===== src/fcsd_defs.vh =====
// fcsd_defs.vh: command codes, match addresses, modes and reset values
// of the flash command sequence decoder.
// assumes inclusion by fcsd_decoder.v and fcsd_bank.v only.
`ifndef FCSD_DEFS_VH
`define FCSD_DEFS_VH
`define FCSD_MATCH_W    14
`define FCSD_A_UNLK1    14'h0555
`define FCSD_A_UNLK2    14'h02aa
`define FCSD_A_QUERY    14'h0055
`define FCSD_C_AA       8'haa
`define FCSD_C_55       8'h55
`define FCSD_C_RESET    8'hf0
`define FCSD_C_ASEL     8'h90
`define FCSD_C_PGM      8'ha0
`define FCSD_C_WBLOAD   8'h25
`define FCSD_C_WBCONF   8'h29
`define FCSD_C_ERASE    8'h80
`define FCSD_C_CHIP     8'h10
`define FCSD_C_SECT     8'h30
`define FCSD_C_SUSP     8'hb0
`define FCSD_C_CFGSET   8'hd0
`define FCSD_C_CFGRD    8'hc6
`define FCSD_C_QUERY    8'h98
`define FCSD_C_BYPASS   8'h20
`define FCSD_C_BYPRST   8'h00
`define FCSD_AS_MFR     8'h00
`define FCSD_AS_DEV1    8'h01
`define FCSD_AS_LOCK    8'h02
`define FCSD_AS_IND     8'h03
`define FCSD_AS_DEV2    8'h0e
`define FCSD_AS_DEV3    8'h0f
`define FCSD_CFG_LO_IX  8'h00
`define FCSD_CFG_HI_IX  8'h01
`define FCSD_LOCKED     16'h0001
`define FCSD_UNLOCKED   16'h0000
`define FCSD_CFG_RST    16'h0000
`define FCSD_M_ARRAY    3'h0
`define FCSD_M_ASEL     3'h1
`define FCSD_M_QUERY    3'h2
`define FCSD_M_STATUS   3'h3
`define FCSD_M_CFGRD    3'h4
`define FCSD_OP_WORD    2'h0
`define FCSD_OP_BUF     2'h1
`define FCSD_OP_CHIP    2'h2
`define FCSD_OP_SECT    2'h3
`endif


===== src/fcsd_bank.v =====
// fcsd_bank.v: read mode and operation flags of one flash bank.
// assumes one-cycle event pulses from the decoder, already checked
// for legality, and op_done pulses from the embedded algorithm.
`timescale 1ns/100ps
`default_nettype none
`include "fcsd_defs.vh"
module fcsd_bank (
  input  wire       clk,
  input  wire       arst_n,
  input  wire       ce,
  input  wire       sel,
  input  wire       ev_reset,
  input  wire       ev_asel,
  input  wire       ev_query,
  input  wire       ev_cfgrd,
  input  wire       ev_byp_on,
  input  wire       ev_byp_off,
  input  wire       ev_pgm,
  input  wire       ev_ers,
  input  wire       ev_susp,
  input  wire       ev_res,
  input  wire       op_done,
  input  wire       timeout,
  output reg  [2:0] mode_q,
  output reg        busy_q,
  output reg        susp_q,
  output reg        susp_ers_q,
  output reg        byp_q
);
  reg ers_q;
  always @(posedge clk or negedge arst_n) begin
    if (!arst_n) begin
      mode_q     <= `FCSD_M_ARRAY;
      busy_q     <= 1'b0;
      susp_q     <= 1'b0;
      susp_ers_q <= 1'b0;
      byp_q      <= 1'b0;
      ers_q      <= 1'b0;
    end else if (ce) begin
      if (op_done && busy_q) begin
        busy_q <= 1'b0;
        mode_q <= `FCSD_M_ARRAY;
      end
      if (sel) begin
        // a running operation only yields to reset once it timed out
        if (ev_reset && (!busy_q || timeout)) begin
          mode_q <= `FCSD_M_ARRAY;
          busy_q <= 1'b0;
        end
        if (ev_asel && !busy_q)
          mode_q <= `FCSD_M_ASEL;
        if (ev_query && !busy_q)
          mode_q <= `FCSD_M_QUERY;
        if (ev_cfgrd && !busy_q)
          mode_q <= `FCSD_M_CFGRD;
        if (ev_byp_on)
          byp_q <= 1'b1;
        if (ev_byp_off) begin
          byp_q  <= 1'b0;
          mode_q <= `FCSD_M_ARRAY;
        end
        if (ev_pgm || ev_ers) begin
          busy_q <= 1'b1;
          ers_q  <= ev_ers;
          mode_q <= `FCSD_M_STATUS;
        end
        if (ev_susp) begin
          busy_q     <= 1'b0;
          susp_q     <= 1'b1;
          susp_ers_q <= ers_q;
          mode_q     <= `FCSD_M_ARRAY;
        end
        if (ev_res) begin
          susp_q <= 1'b0;
          busy_q <= 1'b1;
          ers_q  <= susp_ers_q;
          mode_q <= `FCSD_M_STATUS;
        end
      end
    end
  end
endmodule // fcsd_bank
`default_nettype wire


===== src/fcsd_decoder.v =====
// fcsd_decoder.v: command sequence decoder of a banked burst nor flash.
// assumes bus pins already synchronous to clk; the embedded algorithms,
// array, query rom and status logic sit outside and answer on ports.
// Functional notes
// - all command cycles are writes except reads
// - upper data byte ignored outside data cycles
// - address bits 14 to 20 ignored, bits 21 and up select the bank
// - array-read bank answers plain reads directly
// - reset leaves autoselect, query, timed-out status
// - lock verify reads 0000h or 0001h
// - bypass entry enables two-cycle program and erase
// - bypass chip, sector erase and query codes
// - bypass commands only after bypass entry
// - only bypass reset 90h 00h leaves bypass
// - write buffer load also allowed in bypass
// - suspend honoured only while bank busy
// - erase suspend permits reads, programs, autoselect
// - resume honoured only while bank suspended
// - buffer sequences up to 37 cycles
// - config low word must precede high word
// - address latches at first valid strobe edge
// - data latches at first strobe rising edge
// - read data changes on rising clock edges
`timescale 1ns/100ps
`default_nettype none
`include "fcsd_defs.vh"
module fcsd_decoder #(
  parameter AW       = 25,
  parameter BW       = 4,
  parameter NB       = 16,
  parameter WB_WORDS = 32,
  // identification words: arbitrary neutral values
  parameter [15:0] MFR_ID  = 16'h0001,
  parameter [15:0] DEV_ID1 = 16'h1234,
  parameter [15:0] DEV_ID2 = 16'h5678,
  parameter [15:0] DEV_ID3 = 16'h9abc,
  parameter [15:0] IND_BITS = 16'h0000
) (
  input  wire          clk,
  input  wire          arst_n,
  input  wire          ce,
  input  wire          chip_sel_n,
  input  wire          write_strobe_n,
  input  wire          out_en_n,
  input  wire          address_valid_strobe_n,
  input  wire [AW-1:0] addr_in,
  input  wire [15:0]   dq_in,
  output reg  [15:0]   dq_out_q,
  output reg           dq_oe_q,
  output reg  [AW-1:0] array_addr_q,
  input  wire [15:0]   array_rdata,
  input  wire [15:0]   query_rdata,
  input  wire [15:0]   status_rdata,
  input  wire          sector_locked,
  input  wire [NB-1:0] op_done,
  input  wire [NB-1:0] timeout_status_bit,
  output reg           op_start_q,
  output reg  [1:0]    op_kind_q,
  output reg  [AW-1:0] op_addr_q,
  output reg           pgm_we_q,
  output reg  [AW-1:0] pgm_addr_q,
  output reg  [15:0]   pgm_data_q,
  output wire [NB-1:0] bank_busy,
  output wire [NB-1:0] bank_susp,
  output wire [NB-1:0] bank_bypass,
  output reg  [15:0]   config_word_low_q,
  output reg  [15:0]   config_word_high_q,
  output reg           wb_aborted_q
);
  localparam [3:0] S_IDLE = 4'h0, S_U1 = 4'h1, S_U2 = 4'h2, S_PGM = 4'h3,
                   S_E1 = 4'h4, S_E2 = 4'h5, S_E3 = 4'h6, S_BP80 = 4'h7,
                   S_BP90 = 4'h8, S_WBWC = 4'h9, S_WBLD = 4'ha,
                   S_WBCF = 4'hb, S_CFG0 = 4'hc, S_CFG1 = 4'hd;

  reg  [3:0]    seq_q;
  reg  [AW-1:0] addr_lat_q;
  reg           addr_got_q;
  reg  [15:0]   data_lat_q;
  reg           wr_act_q;
  reg  [7:0]    wb_cnt_q;
  reg  [BW-1:0] wb_bank_q;
  reg  [15:0]   cfg_pend_q;
  reg  [BW-1:0] ev_bank_q;
  reg           ev_reset_q, ev_asel_q, ev_query_q, ev_cfgrd_q;
  reg           ev_byp_on_q, ev_byp_off_q, ev_pgm_q, ev_ers_q;
  reg           ev_susp_q, ev_res_q;
  wire [2*NB*1+NB-1:0] mode_v;
  wire [NB-1:0] susp_ers_v;

  // write cycle ends on the first rising strobe edge
  wire wr_low    = !chip_sel_n && !write_strobe_n;
  wire wr_commit = wr_act_q && !wr_low;
  wire rd_cyc    = !chip_sel_n && !out_en_n && write_strobe_n;
  wire [`FCSD_MATCH_W-1:0] ca = addr_lat_q[`FCSD_MATCH_W-1:0];
  wire [7:0]    cd = data_lat_q[7:0];
  wire [BW-1:0] cb = addr_lat_q[AW-1 -: BW];
  wire [7:0]    ix = addr_lat_q[7:0];
  wire          b_busy = bank_busy[cb];
  wire          b_susp = bank_susp[cb];
  wire          b_byp  = bank_bypass[cb];
  wire          b_sers = susp_ers_v[cb];
  wire [2:0]    b_mode = mode_v[3*cb +: 3];
  // erase suspend still lets a program in
  wire ok_pgm = !b_busy && (!b_susp || b_sers);
  wire ok_ers = !b_busy && !b_susp;
  wire wc_ok  = (cd <= (WB_WORDS[7:0] - 8'h01));

  genvar gi;
  generate
    for (gi = 0; gi < NB; gi = gi + 1) begin : g_bank
      localparam [BW-1:0] BANK_IX = gi;
      fcsd_bank u_bank (
        .clk        (clk),
        .arst_n     (arst_n),
        .ce         (ce),
        .sel        (ev_bank_q == BANK_IX),
        .ev_reset   (ev_reset_q),
        .ev_asel    (ev_asel_q),
        .ev_query   (ev_query_q),
        .ev_cfgrd   (ev_cfgrd_q),
        .ev_byp_on  (ev_byp_on_q),
        .ev_byp_off (ev_byp_off_q),
        .ev_pgm     (ev_pgm_q),
        .ev_ers     (ev_ers_q),
        .ev_susp    (ev_susp_q),
        .ev_res     (ev_res_q),
        .op_done    (op_done[gi]),
        .timeout    (timeout_status_bit[gi]),
        .mode_q     (mode_v[3*gi +: 3]),
        .busy_q     (bank_busy[gi]),
        .susp_q     (bank_susp[gi]),
        .susp_ers_q (susp_ers_v[gi]),
        .byp_q      (bank_bypass[gi])
      );
    end
  endgenerate

  // address and data capture on the pins
  always @(posedge clk or negedge arst_n) begin
    if (!arst_n) begin
      addr_lat_q <= {AW{1'b0}};
      addr_got_q <= 1'b0;
      data_lat_q <= 16'h0000;
      wr_act_q   <= 1'b0;
    end else if (ce) begin
      // the clock edge while the strobe is low always precedes its
      // rising edge here, so that edge is the one that latches
      if (!address_valid_strobe_n && !addr_got_q) begin
        addr_lat_q <= addr_in;
        addr_got_q <= 1'b1;
      end else if (address_valid_strobe_n)
        addr_got_q <= 1'b0;
      wr_act_q <= wr_low;
      if (wr_low)
        data_lat_q <= dq_in;
    end
  end

  // registered read path
  always @(posedge clk or negedge arst_n) begin
    if (!arst_n) begin
      dq_out_q     <= 16'h0000;
      dq_oe_q      <= 1'b0;
      array_addr_q <= {AW{1'b0}};
    end else if (ce) begin
      dq_oe_q      <= rd_cyc;
      array_addr_q <= addr_lat_q;
      if (rd_cyc) begin
        case (b_mode)
          `FCSD_M_ARRAY:  dq_out_q <= array_rdata;
          `FCSD_M_QUERY:  dq_out_q <= query_rdata;
          `FCSD_M_STATUS: dq_out_q <= status_rdata;
          `FCSD_M_CFGRD:
            dq_out_q <= ix[0] ? config_word_high_q : config_word_low_q;
          `FCSD_M_ASEL: begin
            case (ix)
              `FCSD_AS_MFR:  dq_out_q <= MFR_ID;
              `FCSD_AS_DEV1: dq_out_q <= DEV_ID1;
              `FCSD_AS_DEV2: dq_out_q <= DEV_ID2;
              `FCSD_AS_DEV3: dq_out_q <= DEV_ID3;
              `FCSD_AS_IND:  dq_out_q <= IND_BITS;
              `FCSD_AS_LOCK:
                dq_out_q <= sector_locked ? `FCSD_LOCKED
                                          : `FCSD_UNLOCKED;
              default:       dq_out_q <= 16'h0000;
            endcase
          end
          default: dq_out_q <= array_rdata;
        endcase
      end
    end
  end

  // command sequencer, advanced once per committed write cycle
  always @(posedge clk or negedge arst_n) begin
    if (!arst_n) begin
      seq_q              <= S_IDLE;
      wb_cnt_q           <= 8'h00;
      wb_bank_q          <= {BW{1'b0}};
      cfg_pend_q         <= `FCSD_CFG_RST;
      config_word_low_q  <= `FCSD_CFG_RST;
      config_word_high_q <= `FCSD_CFG_RST;
      wb_aborted_q       <= 1'b0;
      op_start_q         <= 1'b0;
      op_kind_q          <= `FCSD_OP_WORD;
      op_addr_q          <= {AW{1'b0}};
      pgm_we_q           <= 1'b0;
      pgm_addr_q         <= {AW{1'b0}};
      pgm_data_q         <= 16'h0000;
      ev_bank_q          <= {BW{1'b0}};
      ev_reset_q         <= 1'b0;
      ev_asel_q          <= 1'b0;
      ev_query_q         <= 1'b0;
      ev_cfgrd_q         <= 1'b0;
      ev_byp_on_q        <= 1'b0;
      ev_byp_off_q       <= 1'b0;
      ev_pgm_q           <= 1'b0;
      ev_ers_q           <= 1'b0;
      ev_susp_q          <= 1'b0;
      ev_res_q           <= 1'b0;
    end else if (ce) begin
      op_start_q   <= 1'b0;
      pgm_we_q     <= 1'b0;
      ev_reset_q   <= 1'b0;
      ev_asel_q    <= 1'b0;
      ev_query_q   <= 1'b0;
      ev_cfgrd_q   <= 1'b0;
      ev_byp_on_q  <= 1'b0;
      ev_byp_off_q <= 1'b0;
      ev_pgm_q     <= 1'b0;
      ev_ers_q     <= 1'b0;
      ev_susp_q    <= 1'b0;
      ev_res_q     <= 1'b0;
      if (wr_commit) begin
        ev_bank_q <= cb;
        // malformed input falls back to idle; host must then reset
        seq_q <= S_IDLE;
        case (seq_q)
          S_IDLE: begin
            if (ca == `FCSD_A_UNLK1 && cd == `FCSD_C_AA)
              seq_q <= S_U1;
            else if (b_byp && cd == `FCSD_C_PGM)
              seq_q <= S_PGM;
            else if (b_byp && cd == `FCSD_C_ERASE)
              seq_q <= S_BP80;
            else if (b_byp && cd == `FCSD_C_ASEL)
              seq_q <= S_BP90;
            else if (b_byp && cd == `FCSD_C_QUERY)
              ev_query_q <= 1'b1;
            else if (ca == `FCSD_A_QUERY && cd == `FCSD_C_QUERY)
              ev_query_q <= 1'b1;
            else if (cd == `FCSD_C_SUSP)
              ev_susp_q <= b_busy;
            else if (cd == `FCSD_C_SECT)
              ev_res_q <= b_susp;
            else if (cd == `FCSD_C_RESET)
              ev_reset_q <= 1'b1;
          end
          S_U1:
            if (ca == `FCSD_A_UNLK2 && cd == `FCSD_C_55)
              seq_q <= S_U2;
          S_U2: begin
            if (cd == `FCSD_C_WBLOAD) begin
              seq_q     <= S_WBWC;
              wb_bank_q <= cb;
              op_addr_q <= addr_lat_q;
            end else if (ca == `FCSD_A_UNLK1) begin
              case (cd)
                `FCSD_C_ASEL:   ev_asel_q <= 1'b1;
                `FCSD_C_PGM:    seq_q <= S_PGM;
                `FCSD_C_ERASE:  seq_q <= S_E1;
                `FCSD_C_CFGSET: seq_q <= S_CFG0;
                `FCSD_C_CFGRD:  ev_cfgrd_q <= 1'b1;
                `FCSD_C_BYPASS: ev_byp_on_q <= 1'b1;
                `FCSD_C_RESET: begin
                  wb_aborted_q <= 1'b0;
                  ev_reset_q   <= 1'b1;
                end
                default: seq_q <= S_IDLE;
              endcase
            end
          end
          S_PGM:
            if (ok_pgm) begin
              op_start_q <= 1'b1;
              op_kind_q  <= `FCSD_OP_WORD;
              op_addr_q  <= addr_lat_q;
              pgm_we_q   <= 1'b1;
              pgm_addr_q <= addr_lat_q;
              pgm_data_q <= data_lat_q;
              ev_pgm_q   <= 1'b1;
            end
          S_E1:
            if (ca == `FCSD_A_UNLK1 && cd == `FCSD_C_AA)
              seq_q <= S_E2;
          S_E2:
            if (ca == `FCSD_A_UNLK2 && cd == `FCSD_C_55)
              seq_q <= S_E3;
          S_E3, S_BP80: begin
            // full sequence needs 555h for chip erase, bypass does not
            if (cd == `FCSD_C_CHIP && ok_ers &&
                (seq_q == S_BP80 || ca == `FCSD_A_UNLK1)) begin
              op_start_q <= 1'b1;
              op_kind_q  <= `FCSD_OP_CHIP;
              op_addr_q  <= addr_lat_q;
              ev_ers_q   <= 1'b1;
            end else if (cd == `FCSD_C_SECT && ok_ers) begin
              op_start_q <= 1'b1;
              op_kind_q  <= `FCSD_OP_SECT;
              op_addr_q  <= addr_lat_q;
              ev_ers_q   <= 1'b1;
            end
          end
          S_BP90:
            if (cd == `FCSD_C_BYPRST)
              ev_byp_off_q <= 1'b1;
          S_WBWC:
            if (wc_ok) begin
              wb_cnt_q <= cd;
              seq_q    <= S_WBLD;
            end else
              wb_aborted_q <= 1'b1;
          S_WBLD: begin
            // the buffer base address was taken from the 25h write cycle
            pgm_we_q   <= 1'b1;
            pgm_addr_q <= addr_lat_q;
            pgm_data_q <= data_lat_q;
            if (cb != wb_bank_q)
              wb_aborted_q <= 1'b1;
            else if (wb_cnt_q == 8'h00)
              seq_q <= S_WBCF;
            else begin
              wb_cnt_q <= wb_cnt_q - 8'h01;
              seq_q    <= S_WBLD;
            end
          end
          S_WBCF:
            if (cd == `FCSD_C_WBCONF && ok_pgm) begin
              op_start_q <= 1'b1;
              op_kind_q  <= `FCSD_OP_BUF;
              ev_pgm_q   <= 1'b1;
            end else
              wb_aborted_q <= 1'b1;
          S_CFG0:
            if (ix == `FCSD_CFG_LO_IX) begin
              cfg_pend_q <= data_lat_q;
              seq_q      <= S_CFG1;
            end
          S_CFG1:
            // out of order writes leave both words untouched
            if (ix == `FCSD_CFG_HI_IX) begin
              config_word_low_q  <= cfg_pend_q;
              config_word_high_q <= data_lat_q;
            end
          default: seq_q <= S_IDLE;
        endcase
      end
    end
  end
endmodule // fcsd_decoder
`default_nettype wire


===== config.mk =====
export PLATFORM = sky130hd
export DESIGN_NAME = fcsd_decoder
export DESIGN_NICKNAME = d
export VERILOG_FILES = /design/src/fcsd_bank.v /design/src/fcsd_decoder.v
export VERILOG_INCLUDE_DIRS = /design/src
export SDC_FILE = /design/constraint.sdc
export NUM_CORES = 1
export LEC_CHECK = 0
export BUFFER_PORTS_ARGS = -buffer_cell sky130_fd_sc_hd__buf_2
export CAP_MARGIN = 15
export CORE_MARGIN = 2
export CORE_UTILIZATION = 52
export DETAILED_ROUTE_END_ITERATION = 8
export PLACE_DENSITY = 0.89
export SLEW_MARGIN = 20
export SYNTH_ARGS = -nofsm -noshare
export SYNTH_HDL_FRONTEND = slang
export SYNTH_SLANG_ARGS = --single-unit

===== constraint.sdc =====
create_clock -name clk -period 3.2 [get_ports clk]
set_clock_uncertainty 0.15 [all_clocks]
set_input_delay 0.16 -clock clk [delete_from_list [all_inputs] [get_ports clk]]
set_output_delay 0.16 -clock clk [all_outputs]
set_load 0.02 [all_outputs]

# Word level (Yosys, flattened, before mapping)
# Index checks and enable logic that the tools add are counted.
[word_totals] ff_bits=362 latch_bits=0 ramBits=0 mem_bits_ro=0 memories=0
[op_classes] add_sub_neg=1 mul=1 div_mod_pow=0 magnitude_cmp=2 eq_ne=68 shifts=1 muxes=400 bitwise=0 n_reduce_logical=233
[op_table] op="$mux W3" count=162
[op_table] op="$mux W1" count=197
[op_table] op="$reduce_and A3 Y1" count=64
[op_table] op="$mux W25" count=4
[op_table] op="$logic_and A1 B1 Y1" count=98
[op_table] op="$pmux W16 S5" count=1
[op_table] op="$pmux W25 S3" count=1
[op_table] op="$eq A8 B8 Y1 const B" count=9
[op_table] op="$pmux W16 S4" count=1
[op_table] op="$eq A4 B4 Y1 const B" count=14
[op_table] op="$pmux W25 S2" count=1
[op_table] op="$shiftx A48 B7 Y3" count=1
[op_table] op="$mux W4" count=9
[op_table] op="$eq A4 B3 Y1 const B" count=8
[op_table] op="$eq A8 B6 Y1 const B" count=4
[op_table] op="$mux W16" count=2
[op_table] op="$pmux W16 S2" count=1
[op_table] op="$pmux W4 S8" count=1
[op_table] op="$logic_not A1 Y1" count=24
[op_table] op="$logic_not A8 Y1" count=3
[op_table] op="$mux W8" count=3
[op_table] op="$ne A2 B2 Y1 const B" count=12
[op_table] op="$logic_or A1 B1 Y1" count=19
[op_table] op="$reduce_and A6 Y1" count=3
[op_table] op="other kinds (35)" count=64

# Longest topological paths before layout
[depth] ltp_word=12 mapped_depth=12 depth_no_buf=8

# Modules after synthesis
# Synthesis repeated with hierarchy kept, for this count alone.
[unflattened] cells_unflattened=1920 hier_area_um2=19764.0
[by_module_without_submodules] mod="fcsd_decoder" n_inst=1 cells_per_inst=928 area_each_um2=11536.1 seq_area_each_um2=5855.6
[by_module_without_submodules] mod="fcsd_bank" n_inst=16 cells_per_inst=62 area_each_um2=514.2 seq_area_each_um2=200.2

# Worst setup path before layout
# OpenSTA, ideal clock, no wires.
[synth_timing] path_type="reg-to-reg" start="register addr_lat_q[21]" end="register op_addr_q[10]" arrival_time_ns=3.016 t_required_ns=2.925 path_slack_ns=-0.092 stages_incl_launch_ff=11 path_buffers=3 period_less_slack_ns=3.292 cell_sequence="dfrtp_1 buf_2 buf_2 mux4_2 a22oi_1 nand2_1 a41oi_1 o2111ai_2 nor3_4 buf_12 mux2_4"
[synth_between] elab_chain_cells=8 word_cells_on_any_way=19 cone_classes="eq/ne: 2; mux: 8; reduce/logical: 9"
[synth_rtl] element="start, declared" line="fcsd_decoder.v:76" rtl="reg [AW-1:0] addr_lat_q;"
[synth_rtl] element="start signal, assigned" line="fcsd_decoder.v:141" rtl="addr_lat_q <= {AW{1'b0}};"
[synth_rtl] element="start signal, assigned" line="fcsd_decoder.v:149" rtl="addr_lat_q <= addr_in;"
[synth_rtl] element="$bmux W1 S4, on equally long branches" line="fcsd_decoder.v:98, fcsd_decoder.v:99"
[synth_rtl] element="$mux W1, on equally long branches" line="fcsd_decoder.v:98, fcsd_decoder.v:99"
[synth_rtl] element="$logic_not A1 Y1" line="fcsd_decoder.v:104, fcsd_decoder.v:105"
[synth_rtl] element="$logic_and A1 B1 Y1" line="fcsd_decoder.v:105" rtl="wire ok_ers = !b_busy && !b_susp;"
[synth_rtl] element="$logic_and A1 B1 Y1 (2 in series)" line="fcsd_decoder.v:301" rtl="if (cd == `FCSD_C_CHIP && ok_ers &&"
[synth_rtl] element="$ne A3 B3 Y1 (no source line) / $mux W25 (equally long branches)"
[synth_rtl] element="$reduce_and A6 Y1 (no source line) / $pmux W25 S3 (equally long branches)"
[synth_rtl] element="end signal, assigned" line="fcsd_decoder.v:287" rtl="op_addr_q <= addr_lat_q;"
[synth_rtl] element="end signal, assigned" line="fcsd_decoder.v:305" rtl="op_addr_q <= addr_lat_q;"
[synth_rtl] element="end signal, assigned" line="fcsd_decoder.v:310" rtl="op_addr_q <= addr_lat_q;"
[synth_rtl] element="end, declared" line="fcsd_decoder.v:59" rtl="output reg [AW-1:0] op_addr_q,"
# Several ways; a longest one is shown, not always the timed one. The select of a mux whose other input is x is not followed.
# A chain may end at the register's enable or synchronous reset.

# Worst setup path after layout
[layout_timing] start="register addr_lat_q[11]" end="register op_addr_q[9]"
[layout_between] elab_chain_cells=5 word_cells_on_any_way=7 cone_classes="eq/ne: 2; mux: 2; reduce/logical: 3"
[layout_rtl] element="$eq A14 B11 Y1 (no source line) (*)"
[layout_rtl] element="$logic_or A1 B1 Y1 (no source line) (*)"
[layout_rtl] element="$logic_and A1 B1 Y1 (*)" line="fcsd_decoder.v:301"
[layout_rtl] element="$ne A3 B3 Y1 (no source line) / $mux W25 (equally long branches)"
[layout_rtl] element="$reduce_and A6 Y1 (no source line) / $pmux W25 S3 (equally long branches)"
# Mark *: on every way between the ends. The rest lies on a longest branch, timed or not.

==> summary.md <==
The tools report the detailed-placement wirelength estimate as 45,900 µm. The arrival time at the worst endpoint came out at 3500 ps. The count of flip-flops with a built-in enable after synthesis works out to 0.

Largest fanout on the critical path: 5. The checks that failed: setup timing. The logs give 97 for the largest net degree at the start of global routing and 3 for the maximum clock path buffer count.

The share of flip-flops with an asynchronous set or reset is 1.00. The worst hold path belongs to the class in2reg. The synthesized instance count came out at 1,828. The run gives 0 as the count of final hold-check violations. For the final number of max-transition violations, the log shows 0.

The total area inside the core boundary comes to 35,700 µm². The final standard cell utilization of the core is 0.678, and the die outline height is 195 µm. The area added between synthesis and finish came out at 28.0%.

The number of clock buffers added by TritonCTS is 39. The number of global-route vias before repair came out at 18.2k. The most common cell after layout, fill and taps aside was sky130_fd_sc_hd__dfrtp_1.

Counting the fill cells in the layout gives 2,579. The weighted congestion reported at the end of routability-driven placement was 1.04; the data required time of the critical path was 3460 ps. Summing all flip-flop and latch instances after layout gives 9060 µm². The overall overflow remaining after global route is 0, and the final routed wirelength across all metal layers is 69,200 µm. Signal routing reaches up to met4. The worst setup path is captured at a flip-flop. The wire length on met1 was 25,600 µm. Summing over every cut layer, the via total after detailed routing is 18.0k.

Critical path startpoint category: a flip-flop. After clock tree synthesis, the clock-pin slew on the worst setup and hold paths is 60 ps. The pre-antenna-repair detailed-routing pass consisted of 6 iterations. Once layout is complete, the cells apart from fillers number 2,774. For the tightest slew margin relative to the limit, the log shows 0.408. The floorplan step set the die width to 195 µm. The total track usage is 0.355.

Total of max-cap violations: 0. After the first detailed-routing iteration, the DRC count stood at 2,328. The top cell type's share of synthesized area is 0.478. Library cell occupying the most area in the post-synthesis netlist: sky130_fd_sc_hd__dfrtp_1.

During synthesis, Yosys emitted a total of 0 warnings. CTS built an H-tree with a depth of 2. In the synthesized netlist the dominant register cell turns out to be sky130_fd_sc_hd__dfrtp_1. In this run the critical register-to-register path is launched from addr_lat_q[11]. The root buffer cell chosen for the clock tree is sky130_fd_sc_hd__clkbuf_16. Tracing the worst setup path back leads to its startpoint at addr_lat_q[11]. When the netlist entered floorplanning its net count stood at 1,958. The run gives 4 as the initial antenna violation count.

Counting tap cells, the placed design contains a total of 2,563 instances. The logs give 0.478 for the post-synthesis sequential area ratio and 362 for the total clock sinks. The initial cell density of the core came out at 0.530. Dividing total power by cell area gives a power density of 556 nW/µm². The count of nets left with antenna violations once routing finished came out at 0. The synthesized design contains 362 register bits. The run gives -34.8 ps as the worst-case setup margin in the final layout. Mean instance size in the synthesized netlist: 10.4 µm².

In this run the most critical hold path is launched from query_rdata[3]. The tools report the area of the die as 38,000 µm². The tools report the post-route setup TNS as -223 ps.

Setup repair after global routing could not meet its margin everywhere. The clock insertion delay at the later pin of the skew report is 530 ps. Leakage power figure: 11.4 nW. The time the worst path needs with I/O delays and setup is 3230 ps, and the sum of met3 wire segment lengths after detailed routing is 7310 µm. Summing all multi-input logic gate instances after layout gives 8940 µm². In this run the cell area of the synthesized design comes to 18,900 µm². The run finished, with violations left.

The timing-limited maximum frequency was 0.309 GHz. The critical path is of the reg2reg type. Counting distinct cell types in the post-synthesis netlist gives 71. The wire length of the first global-routing pass is 106,000 µm, and the post-detailed-route via-to-cell ratio is 6.49. The fraction of layout instances using a drive strength above 1 was 0.347.

In the routed design, unresolved DRC markers number 0. The ratio of final minimum period to clock period works out to 1.01. IR analysis of the VDD net gives a maximum drop of 595 µV.

In the layout the commonest cells are 361 x sky130_fd_sc_hd__dfrtp_1, 319 x sky130_fd_sc_hd__buf_2, 196 x sky130_fd_sc_hd__a21oi_1, 190 x sky130_fd_sc_hd__mux2_2, 157 x sky130_fd_sc_hd__nand2_1. Worst-margin pin slew: 884 ps. Dividing the detail-routed wire length by the instance count gives 24.9 µm.

TritonCTS built the clock tree. For this run, the post-layout net count is 2,410. The length of routed met2 wiring is 32,200 µm, and the number of I/O port buffers is 321. The initialized floorplan defines 69 standard-cell rows. Setup violations remaining at the end of the flow were counted as 10. In the post-synthesis netlist, the biggest area contributors are sky130_fd_sc_hd__dfrtp_1 48%, sky130_fd_sc_hd__mux2_2 11%, sky130_fd_sc_hd__a21oi_1 5.2%. Count of boundary I/O pins: 322.
registers in the layout, summed over array words and instances (netlist names), 25 cells and up:
signal	flops
op_addr_q	25
addr_lat_q	25
array_addr_q	25
pgm_addr_q	25
g_bank.u_bank.mode_q	48
layout make-up:
cell class	count	share of cell area
antenna	4	0.000413
clock buffer	55	0.0461
clock inverter	15	0.00950
inverter	36	0.00558
multi-input combinational	1251	0.369
sequential	362	0.374
tap	461	0.0238
timing repair buffer	590	0.172
worst max-delay path: stages (launching register included):
cell and delay [ps]:
sky130_fd_sc_hd__dfrtp_1 390, sky130_fd_sc_hd__or3_1 420, sky130_fd_sc_hd__or4_4 440, sky130_fd_sc_hd__o32a_1 340, sky130_fd_sc_hd__o31ai_4 290, sky130_fd_sc_hd__o2111ai_4 180, sky130_fd_sc_hd__nor3_4 250, sky130_fd_sc_hd__buf_6 170
sky130_fd_sc_hd__clkbuf_16 170, sky130_fd_sc_hd__mux2_4 310
cells by family after synthesis:
logic type | Yosys count | share of synthesized area
adder cells (fa/ha/maj) | 1 | 0.000661
AND/OR/NAND/NOR | 442 | 0.110
buffers and inverters | 215 | 0.0550
AO/OA/AOI/OAI | 544 | 0.180
flip-flops | 362 | 0.478
multiplexers | 259 | 0.174
XOR/XNOR | 5 | 0.00231
Yosys cell counts (all sizes together) (13+ instances only):
cell type	n
inv	36
nor2	108
mux2	211
a31oi	27
nand3	37
o22ai	31
nor2b	16
nand2	159
a221oi	14
a22oi	28
nor3	29
a21oi	197
mux2i	19
o211ai	16
o31ai	15
o21ai	111
a2bb2oi	14
mux4	29
nand2b	21
clkbuf	99
dfrtp	362
a32o	13
o221ai	13
buf	80
layer usage:
| layer | vias to the layer above | global-route usage |
|---|---|---|
| li1 | 7606 | - |
| met1 | 8766 | 0.455 |
| met2 | 1299 | 0.567 |
| met3 | 323 | 0.0744 |
| met4 | 0 | 0.194 |
| met5 | - | 0 |
worst paths after layout:
check,end,slack [ps],depth (start not counted)
worst max-delay path,op_addr_q[9],-30,9
worst min-delay path,dq_out_q[3],30,5
worst max register to register,op_addr_q[9],-30,9
worst min register to register,dq_oe_q,340,1
max in group asynchronous,addr_lat_q[21],1760,3
min in group asynchronous,pgm_data_q[4],100,2
metrics by stage:
stage	hold WS, ps	worst slack, ps	instance area [µm²]	total power, mW
floorplan	-286	40.7	18900	7.12
global placement	107	92.8	21400	8.28
detailed placement	122	55.8	21400	8.38
CTS	14.3	48.8	24000	13.3
global route	67.8	-123	24200	13.9
finish	31.5	-34.8	24200	13.5
where the power goes:
group / leakage, nW / switching, mW / internal, mW
combinational: 5.90 / 1.85 / 1.33
sequential: 4.82 / 0.453 / 4.99
clock: 0.665 / 1.98 / 2.86
what timing repair did:
item,4_1_cts,5_1_grt
resized for setup,0,17
setup buffers,0,7
hold buffers,125,0
setup endpoints to repair,0,40
hold endpoints to repair,196,0
Note: power is estimated with default switching activity, not from simulation.
